`src/include/adc_conversion_control_defines.vh`:
```
// constants for the converter control block: offsets, fields, resets, timing
// assumes a 20 MHz system clock and an APB master with 12-bit addresses
//
// Notes on behaviour
// - twelve inputs small package, sixteen large
// - each conversion yields a ten-bit result
// - acquire for programmed time, then convert
// - channel select and start in one write
// - bits 5..2 of control zero pick channel
// - small package: codes 12..15 have no input
// - bit 1 starts, reads busy, hardware clears
// - bit 0 enables the converter module
// - control zero bits 7..6 read zero
// - result split over high and low bytes
// - port config sets each pin analog/digital
// - timing config: clock, justification, acquisition
// - nonzero code n makes top n+1 digital
`ifndef ADC_CONVERSION_CONTROL_DEFINES_VH
`define ADC_CONVERSION_CONTROL_DEFINES_VH

// ==========================================================================
// register offsets (byte addresses)
`define ADC_OFS_CONTROL_ZERO  12'h000
`define ADC_OFS_PORT_CONFIG   12'h004
`define ADC_OFS_TIMING_CONFIG 12'h008
`define ADC_OFS_RESULT_HIGH   12'h00C
`define ADC_OFS_RESULT_LOW    12'h010

// ==========================================================================
// control zero fields
`define ADC_CZ_ENABLE_BIT     0
`define ADC_CZ_GO_BIT         1
`define ADC_CZ_CHAN_LSB       2
`define ADC_CZ_CHAN_MSB       5

// port config fields
`define ADC_PC_PCFG_LSB       0
`define ADC_PC_PCFG_MSB       3
`define ADC_PC_VREF_LSB       4
`define ADC_PC_VREF_MSB       5

// timing config fields
`define ADC_TC_CLKSEL_LSB     0
`define ADC_TC_CLKSEL_MSB     2
`define ADC_TC_ACQ_LSB        3
`define ADC_TC_ACQ_MSB        5
`define ADC_TC_JUSTIFY_BIT    7

// ==========================================================================
// reset values
`define ADC_RST_CONTROL_ZERO  8'h00
`define ADC_RST_PORT_CONFIG   8'h00
`define ADC_RST_TIMING_CONFIG 8'h00
`define ADC_RST_RESULT        8'h00

// ==========================================================================
// timing: one conversion clock period is TAD_BASE shifted by clock select
`define ADC_TAD_BASE_CYCLES   11'h008
`define ADC_ACQ_TAD_PER_STEP  2
`define ADC_RESULT_BITS       10

`endif

```
`src/logic/dummy_unused_marker.v`:
```
`default_nettype none
`default_nettype wire

```
`src/logic/pin_sync_filter.v`:
```
// three-stage synchroniser with agreement filter for one pin input
// assumes the pin is asynchronous to clock; output changes only when
// the second and third stages agree
`default_nettype none

module pin_sync_filter (
	input  wire clock,
	input  wire reset_n,
	input  wire pinIn,
	output reg  pinOut
);

	reg stageA_r;
	reg stageB_r;
	reg stageC_r;

	// ======================================================================
	// synchroniser chain and filter
	always @(posedge clock) begin
		if (!reset_n) begin
			stageA_r <= 1'b0;
			stageB_r <= 1'b0;
			stageC_r <= 1'b0;
			pinOut   <= 1'b0;
		end else begin
			stageA_r <= pinIn;
			stageB_r <= stageA_r;
			stageC_r <= stageB_r;
			if (stageB_r == stageC_r) begin
				pinOut <= stageC_r;
			end
		end
	end

endmodule // pin_sync_filter

`default_nettype wire

```
`src/logic/adc_conversion_control.v`:
```
// converter control: APB registers, acquisition timer, successive
// approximation sequencer; assumes an external sample switch, analog
// multiplexer, DAC and comparator (compareIn high when input >= dacCode)
//
// The implementer's own choices: the register offsets and the APB interface to the registers.
`default_nettype none
`include "adc_conversion_control_defines.vh"

module adc_conversion_control #(
	parameter CHANNEL_COUNT = 16,
	parameter ADDR_WIDTH    = 12
) (
	input  wire                  clock,
	input  wire                  reset_n,
	input  wire                  psel,
	input  wire                  penable,
	input  wire                  pwrite,
	input  wire [ADDR_WIDTH-1:0] paddr,
	input  wire [31:0]           pwdata,
	output reg  [31:0]           prdata,
	output wire                  pready,
	output wire                  pslverr,
	input  wire                  compareIn,
	output reg  [3:0]            channelSelect,
	output wire                  channelValid,
	output wire                  converterPowered,
	output reg                   sampleEnable,
	output reg  [9:0]            dacCode,
	output reg  [15:0]           analogPinMask,
	output wire [1:0]            vrefSelect
);

	// ======================================================================
	// sequencer states
	localparam ST_IDLE  = 3'd0;
	localparam ST_ACQ   = 3'd1;
	localparam ST_TRIAL = 3'd2;
	localparam ST_STORE = 3'd3;
	localparam ST_DONE  = 3'd4;

	reg        enable_r;
	reg        go_r;
	reg [5:0]  portCfg_r;
	reg [7:0]  timingCfg_r;
	reg [7:0]  resultHigh_r;
	reg [7:0]  resultLow_r;
	reg [2:0]  state_r;
	reg [2:0]  state_nxt;
	reg [10:0] tadCnt_r;
	reg [3:0]  tadNum_r;
	reg [3:0]  bitIdx_r;
	reg [9:0]  result_r;
	wire       compareSeen;
	wire       apbSetup;
	wire       apbWrite;
	wire       hitCz;
	wire       hitPc;
	wire       hitTc;
	wire       hitRh;
	wire       hitRl;
	wire       hitAny;
	wire       swStart;
	wire [10:0] tadLen;
	wire       tadTick;
	wire [3:0] acqTads;
	wire [3:0] pcfg;
	reg  [7:0] rdByte;
	wire [7:0]  czReset;
	wire [7:0]  pcReset;
	wire [31:0] acqProd;
	wire [4:0]  digitalTop;

	// ======================================================================
	// comparator pin synchroniser
	pin_sync_filter u_compareSync (
		.clock   (clock),
		.reset_n (reset_n),
		.pinIn   (compareIn),
		.pinOut  (compareSeen)
	);

	// ======================================================================
	// APB decode
	assign apbSetup = psel & ~penable;
	assign apbWrite = psel & penable & pwrite;
	assign hitCz    = (paddr == `ADC_OFS_CONTROL_ZERO);
	assign hitPc    = (paddr == `ADC_OFS_PORT_CONFIG);
	assign hitTc    = (paddr == `ADC_OFS_TIMING_CONFIG);
	assign hitRh    = (paddr == `ADC_OFS_RESULT_HIGH);
	assign hitRl    = (paddr == `ADC_OFS_RESULT_LOW);
	assign hitAny   = hitCz | hitPc | hitTc | hitRh | hitRl;
	assign pready   = 1'b1;
	assign pslverr  = psel & penable & ~hitAny;

	// start taken with the enable written alongside it
	assign swStart = apbWrite & hitCz & pwdata[`ADC_CZ_GO_BIT] &
		pwdata[`ADC_CZ_ENABLE_BIT];

	// ======================================================================
	// reset images of control zero and port config
	assign czReset = `ADC_RST_CONTROL_ZERO;
	assign pcReset = `ADC_RST_PORT_CONFIG;

	// ======================================================================
	// control zero
	always @(posedge clock) begin
		if (!reset_n) begin
			enable_r      <= czReset[`ADC_CZ_ENABLE_BIT];
			channelSelect <= czReset[`ADC_CZ_CHAN_MSB:`ADC_CZ_CHAN_LSB];
		end else if (apbWrite && hitCz) begin
			enable_r      <= pwdata[`ADC_CZ_ENABLE_BIT];
			channelSelect <= pwdata[`ADC_CZ_CHAN_MSB:`ADC_CZ_CHAN_LSB];
		end
	end

	// start/busy: software sets, hardware clears, set wins
	always @(posedge clock) begin
		if (!reset_n) begin
			go_r <= czReset[`ADC_CZ_GO_BIT];
		end else if (swStart) begin
			go_r <= 1'b1;
		// switching the module off aborts a running conversion
		end else if (apbWrite && hitCz && !pwdata[`ADC_CZ_ENABLE_BIT]) begin
			go_r <= 1'b0;
		end else if (state_r == ST_DONE) begin
			go_r <= 1'b0;
		end
	end

	// ======================================================================
	// configuration registers
	always @(posedge clock) begin
		if (!reset_n) begin
			portCfg_r   <= pcReset[5:0];
			timingCfg_r <= `ADC_RST_TIMING_CONFIG;
		end else begin
			if (apbWrite && hitPc) begin
				portCfg_r <= pwdata[5:0];
			end
			if (apbWrite && hitTc) begin
				timingCfg_r <= {pwdata[7], 1'b0, pwdata[5:0]};
			end
		end
	end

	assign pcfg             = portCfg_r[`ADC_PC_PCFG_MSB:`ADC_PC_PCFG_LSB];
	assign vrefSelect       = portCfg_r[`ADC_PC_VREF_MSB:`ADC_PC_VREF_LSB];
	assign converterPowered = enable_r;

	// code zero keeps all analog, code n frees the top n+1 pins
	assign digitalTop = (pcfg == 4'h0) ? 5'h00 : {1'b0, pcfg} + 5'h01;

	always @(posedge clock) begin : pinMask
		integer i;
		if (!reset_n) begin
			analogPinMask <= 16'h0000;
		end else begin
			for (i = 0; i < 16; i = i + 1) begin
				analogPinMask[i] <= (i < 16 - digitalTop) && (i < CHANNEL_COUNT);
			end
		end
	end

	// codes beyond the fitted channels select no input
	assign channelValid = ({1'b0, channelSelect} < CHANNEL_COUNT);

	// ======================================================================
	// conversion clock period and acquisition length
	assign tadLen  = `ADC_TAD_BASE_CYCLES <<
		timingCfg_r[`ADC_TC_CLKSEL_MSB:`ADC_TC_CLKSEL_LSB];
	assign tadTick = (tadCnt_r == tadLen - 11'd1);
	assign acqProd = {29'h0, timingCfg_r[`ADC_TC_ACQ_MSB:`ADC_TC_ACQ_LSB]} *
		`ADC_ACQ_TAD_PER_STEP;
	// a three-bit field times two always fits four bits
	assign acqTads = acqProd[3:0];

	// restart the divider on every state change
	always @(posedge clock) begin
		if (!reset_n || state_r != state_nxt || tadTick) begin
			tadCnt_r <= 11'h000;
		end else begin
			tadCnt_r <= tadCnt_r + 11'd1;
		end
	end

	// ======================================================================
	// sequencer next state
	always @* begin
		state_nxt = state_r;
		case (state_r)
			ST_IDLE: begin
				if (swStart) begin
					state_nxt = ST_ACQ;
				end
			end
			// wait out acquisition before the first trial
			ST_ACQ: begin
				if (tadNum_r >= acqTads) begin
					state_nxt = ST_TRIAL;
				end
			end
			ST_TRIAL: begin
				if (tadTick && bitIdx_r == 4'd0) begin
					state_nxt = ST_STORE;
				end
			end
			ST_STORE: begin
				state_nxt = ST_DONE;
			end
			ST_DONE: begin
				state_nxt = swStart ? ST_ACQ : ST_IDLE;
			end
			default: begin
				state_nxt = ST_IDLE;
			end
		endcase
		// a start that also switches the module on must not be dropped
		if (!enable_r && !swStart) begin
			state_nxt = ST_IDLE;
		end
	end

	// ======================================================================
	// sequencer datapath
	always @(posedge clock) begin
		if (!reset_n) begin
			state_r      <= ST_IDLE;
			tadNum_r     <= 4'h0;
			bitIdx_r     <= 4'd9;
			dacCode      <= 10'h000;
			result_r     <= 10'h000;
			sampleEnable <= 1'b0;
		end else begin
			state_r      <= state_nxt;
			sampleEnable <= (state_nxt == ST_ACQ);
			if (state_nxt == ST_ACQ && state_r != ST_ACQ) begin
				tadNum_r <= 4'h0;
			end else if (state_r == ST_ACQ && tadTick) begin
				tadNum_r <= tadNum_r + 4'd1;
			end
			if (state_nxt == ST_TRIAL && state_r != ST_TRIAL) begin
				bitIdx_r <= 4'd9;
				dacCode  <= 10'h200;
			end else if (state_r == ST_TRIAL && tadTick) begin
				// keep or drop the trial bit, try the next lower
				dacCode[bitIdx_r] <= compareSeen;
				if (bitIdx_r != 4'd0) begin
					dacCode[bitIdx_r - 4'd1] <= 1'b1;
					bitIdx_r <= bitIdx_r - 4'd1;
				end else begin
					result_r <= {dacCode[9:1], compareSeen};
				end
			end
		end
	end

	// ======================================================================
	// result bytes land one cycle before busy clears
	always @(posedge clock) begin
		if (!reset_n) begin
			resultHigh_r <= `ADC_RST_RESULT;
			resultLow_r  <= `ADC_RST_RESULT;
		end else if (state_r == ST_STORE) begin
			if (timingCfg_r[`ADC_TC_JUSTIFY_BIT]) begin
				resultHigh_r <= {6'b00_0000, result_r[9:8]};
				resultLow_r  <= result_r[7:0];
			end else begin
				resultHigh_r <= result_r[9:2];
				resultLow_r  <= {result_r[1:0], 6'b00_0000};
			end
		end
	end

	// ======================================================================
	// read mux, captured in the setup phase
	always @* begin
		rdByte = 8'h00;
		if (hitCz) begin
			rdByte = {2'b00, channelSelect, go_r, enable_r};
		end else if (hitPc) begin
			rdByte = {2'b00, portCfg_r};
		end else if (hitTc) begin
			rdByte = timingCfg_r;
		end else if (hitRh) begin
			rdByte = resultHigh_r;
		end else if (hitRl) begin
			rdByte = resultLow_r;
		end
	end

	always @(posedge clock) begin
		if (!reset_n) begin
			prdata <= 32'h0000_0000;
		end else if (apbSetup) begin
			prdata <= {24'h00_0000, rdByte};
		end
	end

endmodule // adc_conversion_control

`default_nettype wire

```
`config.mk`:
```
export PLATFORM = sky130hd
export DESIGN_NAME = adc_conversion_control
export DESIGN_NICKNAME = d
export VERILOG_FILES = /design/src/logic/dummy_unused_marker.v /design/src/logic/pin_sync_filter.v /design/src/logic/adc_conversion_control.v
export VERILOG_INCLUDE_DIRS = /design/src /design/src/include
export SDC_FILE = /design/constraint.sdc
export NUM_CORES = 1
export LEC_CHECK = 0
export ABC_AREA = 1
export BUFFER_PORTS_ARGS = -buffer_cell sky130_fd_sc_hd__clkbuf_2
export CORE_MARGIN = 5
export CORE_UTILIZATION = 55
export DETAILED_ROUTE_END_ITERATION = 6
export PLACE_DENSITY = 0.78
export SYNTH_ARGS = -nofsm -noshare
export SYNTH_HDL_FRONTEND = slang
export SYNTH_SLANG_ARGS = --single-unit
```
`constraint.sdc`:
```
create_clock -name clock -period 2.7 [get_ports clock]
set_input_delay 0.135 -clock clock [delete_from_list [all_inputs] [get_ports clock]]
set_output_delay 0.135 -clock clock [all_outputs]
set_load 0.005 [all_outputs]
```
==> flow_metrics.tcl <==
set metrics [dict create \
    yosys.area_share.simple_pct 25.0 \
    setup_viol 0 \
    dieHeight_um 108 \
    synth_area_leaders "dfxtp_1 (40%), nand2_1 (8.8%), inv_1 (5.8%)" \
    drv_slew 0 \
    fillers 876 \
    p_per_area_nw_per_um2 475 \
    routedWlPerCell_um 13.2 \
    clk_latency_ns 0.36 \
    synth_compound_area_share_pct 16.3 \
    maxCapViolations 0 \
    p_leak_uw 0.00247 \
    worstPathBufferInverterCount 1 \
    slowest_delay_ns 0.37 \
    syn_area_per_cell_um2 7.42 \
    synthXorXnorAreaFrac_pct 2.17 \
    cts_resized 0 \
    ioPinCount 119 \
    crit_type "flop to flop" \
    total_power_uw 2740 \
    start_util_pct 56.5 \
    tns_ns 0 \
    cts_root_buf "clkbuf_8" \
    yosysTopAreaCellShare_pct 40.4 \
    h-tree-depth 3 \
    design_area_um2 5760 \
    synth_top_family_by_area "simple AND/OR/NAND/NOR gates" \
    vias 4631 \
    synthCells 707 \
    rows 35 \
    routed_wl_um 11900 \
    ys_types 42 \
    place_hpwl_um 9110 \
    ys_ff_latch 106 \
    fin_crit_sh_pct 83.9 \
    max_freq_ghz 0.441 \
    status "finished clean" \
    yosysWarnings 0 \
    hold_path_class "primary input to flop" \
    crit_chain "inv_1, ha_1, nand2_1, nor2_2, nand4_2, nand2_2, nand2_2, nand2_1, nand3_2, nor2_1" \
    cp_max_fo 11 \
    cts_buffers 9 \
    drc 0 \
    fin_nets 830 \
    path_clk_slew_ns 0.11 \
    dr.pass1.iters 5 \
    cts_buffer_depth 2 \
    grt_pass1_vias 4332 \
    dpl_cell_area_um2 5540 \
    cts_tree "done" \
    rsz0062_at_grt "false" \
    tightest_slew_ns 0.543 \
    gr-total-overflow 0 \
    hold_viol 0 \
    crit_arrival_ns 2.56 \
    dp_slack_ns 0.457 \
    gp_congestion 0.890 \
    viasPerCell 5.15 \
    syn_to_final_growth_pct 9.82 \
    cts.sinks 106 \
    grt_start_max_net_pins 46 \
    max_slew_margin_pct 63.7 \
    dieArea_um2 11600 \
    worst_path_max_delay_cell "dfxtp_1" \
    final_layout_size_suffix_gt1_share_pct 17.0 \
    crit_path_end_kind "flop" \
    track_usage_pct 21.1 \
    fin_worst_skew_ns 0.0108 \
    ys_seq_area_share_pct 40.4 \
    die_w_um 108 \
    crit_required_ns 2.99 \
    netlist_area_um2 5250 \
    ant_nets 0 \
    antenna_cells 0 \
    start_kind "flop" \
    antenna_found_initial 0 \
    yosysTopAreaCell "dfxtp_1" \
    fin_ws_ns 0.434 \
    grt_pass1_wl_um 20100 \
    core_area_um2 9280 \
    synthAdderAreaFrac_pct 3.34 \
    synthMuxAreaShare_pct 0.191 \
    portBuffers 67 \
    drt_iter0_drc 202 \
    critical_path.top_delay_family "simple AND/OR/NAND/NOR gates" \
    post-route-min-period_ns 2.27 \
    irDropWorstVdd_mv 0.278 \
]
## routing by layer
metal / global-route usage (%) / part of all wire, %
met5: 0 / 0
met4: 7.48 / 2.0
met3: 3.96 / 6.6
met2: 35.7 / 47
met1: 26.8 / 44
## worst reg2reg max path, cell delays in order (launching register included)
cell and delay, ns:
dfxtp_1 0.37, inv_1 0.13, ha_1 0.25, nand2_1 0.12, nor2_2 0.26, nand4_2 0.32
nand2_2 0.16, nand2_2 0.07, nand2_1 0.07, nand3_2 0.28, nor2_1 0.17
## where the power goes
part / switching, µW / internal, µW / total [µW]
Sequential: 8.51 / 1590 / 1590
Combinational: 91.8 / 48.7 / 140
Clock: 557 / 448 / 1010
Total: 658 / 2080 / 2740
## path summary, 6_finish.rpt
path | end | cells past startpoint | start | slack (ns)
worst max-delay path | tadCnt_r[3] | 10 | bitIdx_r[0] | 0.43
worst min-delay path | channelSelect[3] | 3 | pwdata[5] | 0.05
worst max register to register | tadCnt_r[3] | 10 | bitIdx_r[0] | 0.43
worst min register to register | u_compareSync.stageB_r | 2 | u_compareSync.stageA_r | 0.43
## placed cells by master (no fill, tap or decap), types with 6 or more instances in the layout
master	netlist	final
nand2_2	9	9
nor2_1	61	61
a21oi_1	57	57
conb_1	2	26
inv_1	81	81
ha_1	14	14
nor3_1	11	11
o21ai_0	60	60
clkbuf_2	0	67
nand4_1	6	6
nand3_1	39	39
clkbuf_8	0	9
o211ai_1	9	9
dfxtp_1	106	106
nand2_1	123	123
xor2_1	11	11
nor2_2	14	14
a211oi_1	6	6
## kinds of logic after synthesis
group | Yosys count
multiplexers | 1
AO/OA/AOI/OAI | 153
AND/OR/NAND/NOR | 282
other | 2
XOR/XNOR | 13
adder cells (fa/ha/maj) | 14
buffers and inverters | 136
flip-flops | 106
## synth_stat cells, drive strengths merged
library cell    n
dfxtp         106
nand3b          1
conb            2
o21ai          63
o221ai          5
ha             14
a31oi           5
nor2           79
xnor2           2
nor3           12
o211ai          9
a211oi          6
nand3          41
nand4           8
clkbuf          8
nor3b           1
mux2i           1
inv            86
clkinv          2
a21oi          58
or2             5
xor2           11
and3            1
buf            40
o31ai           2
a221oi          5
nand2         134
## layout make-up
type	count	area, µm²	share of cell area [%]
Inverter	88	330	5.73
Multi-Input combinational cell	489	2560	44.5
Clock buffer	9	124	2.15
Timing Repair Buffer	72	375	6.51
Sequential cell	106	2120	36.8
Tap cell	129	161	2.80
Clock inverter	7	86.3	1.50
## repair_timing
item | CTS | global route
hold buffers | 1 | 0
setup buffers | 0 | 0
endpoints found under the hold margin | 1 | 0
## metrics by stage
stage | hold WS, ns | utilization (%) | std cells
after floorplan | 0.233 | - | 731
after global placement | 0.322 | 59.7 | 883
after detailed placement | 0.325 | 59.7 | 883
after CTS | 0.0433 | 62.1 | 900
after global routing | 0.0499 | 62.1 | 900
final | 0.0474 | 62.1 | 900
## sequential cells by signal (all words and copies together) (netlist names), 3 cells and up
register,flops
resultLow_r,8
resultHigh_r,8
result_r,10
channelSelect,4
tadCnt_r,11
timingCfg_r,7
tadNum_r,4
prdata,8
portCfg_r,6
bitIdx_r,4
dacCode,10
state_r,3
analogPinMask,16
Power figures use the tool's default switching activity.
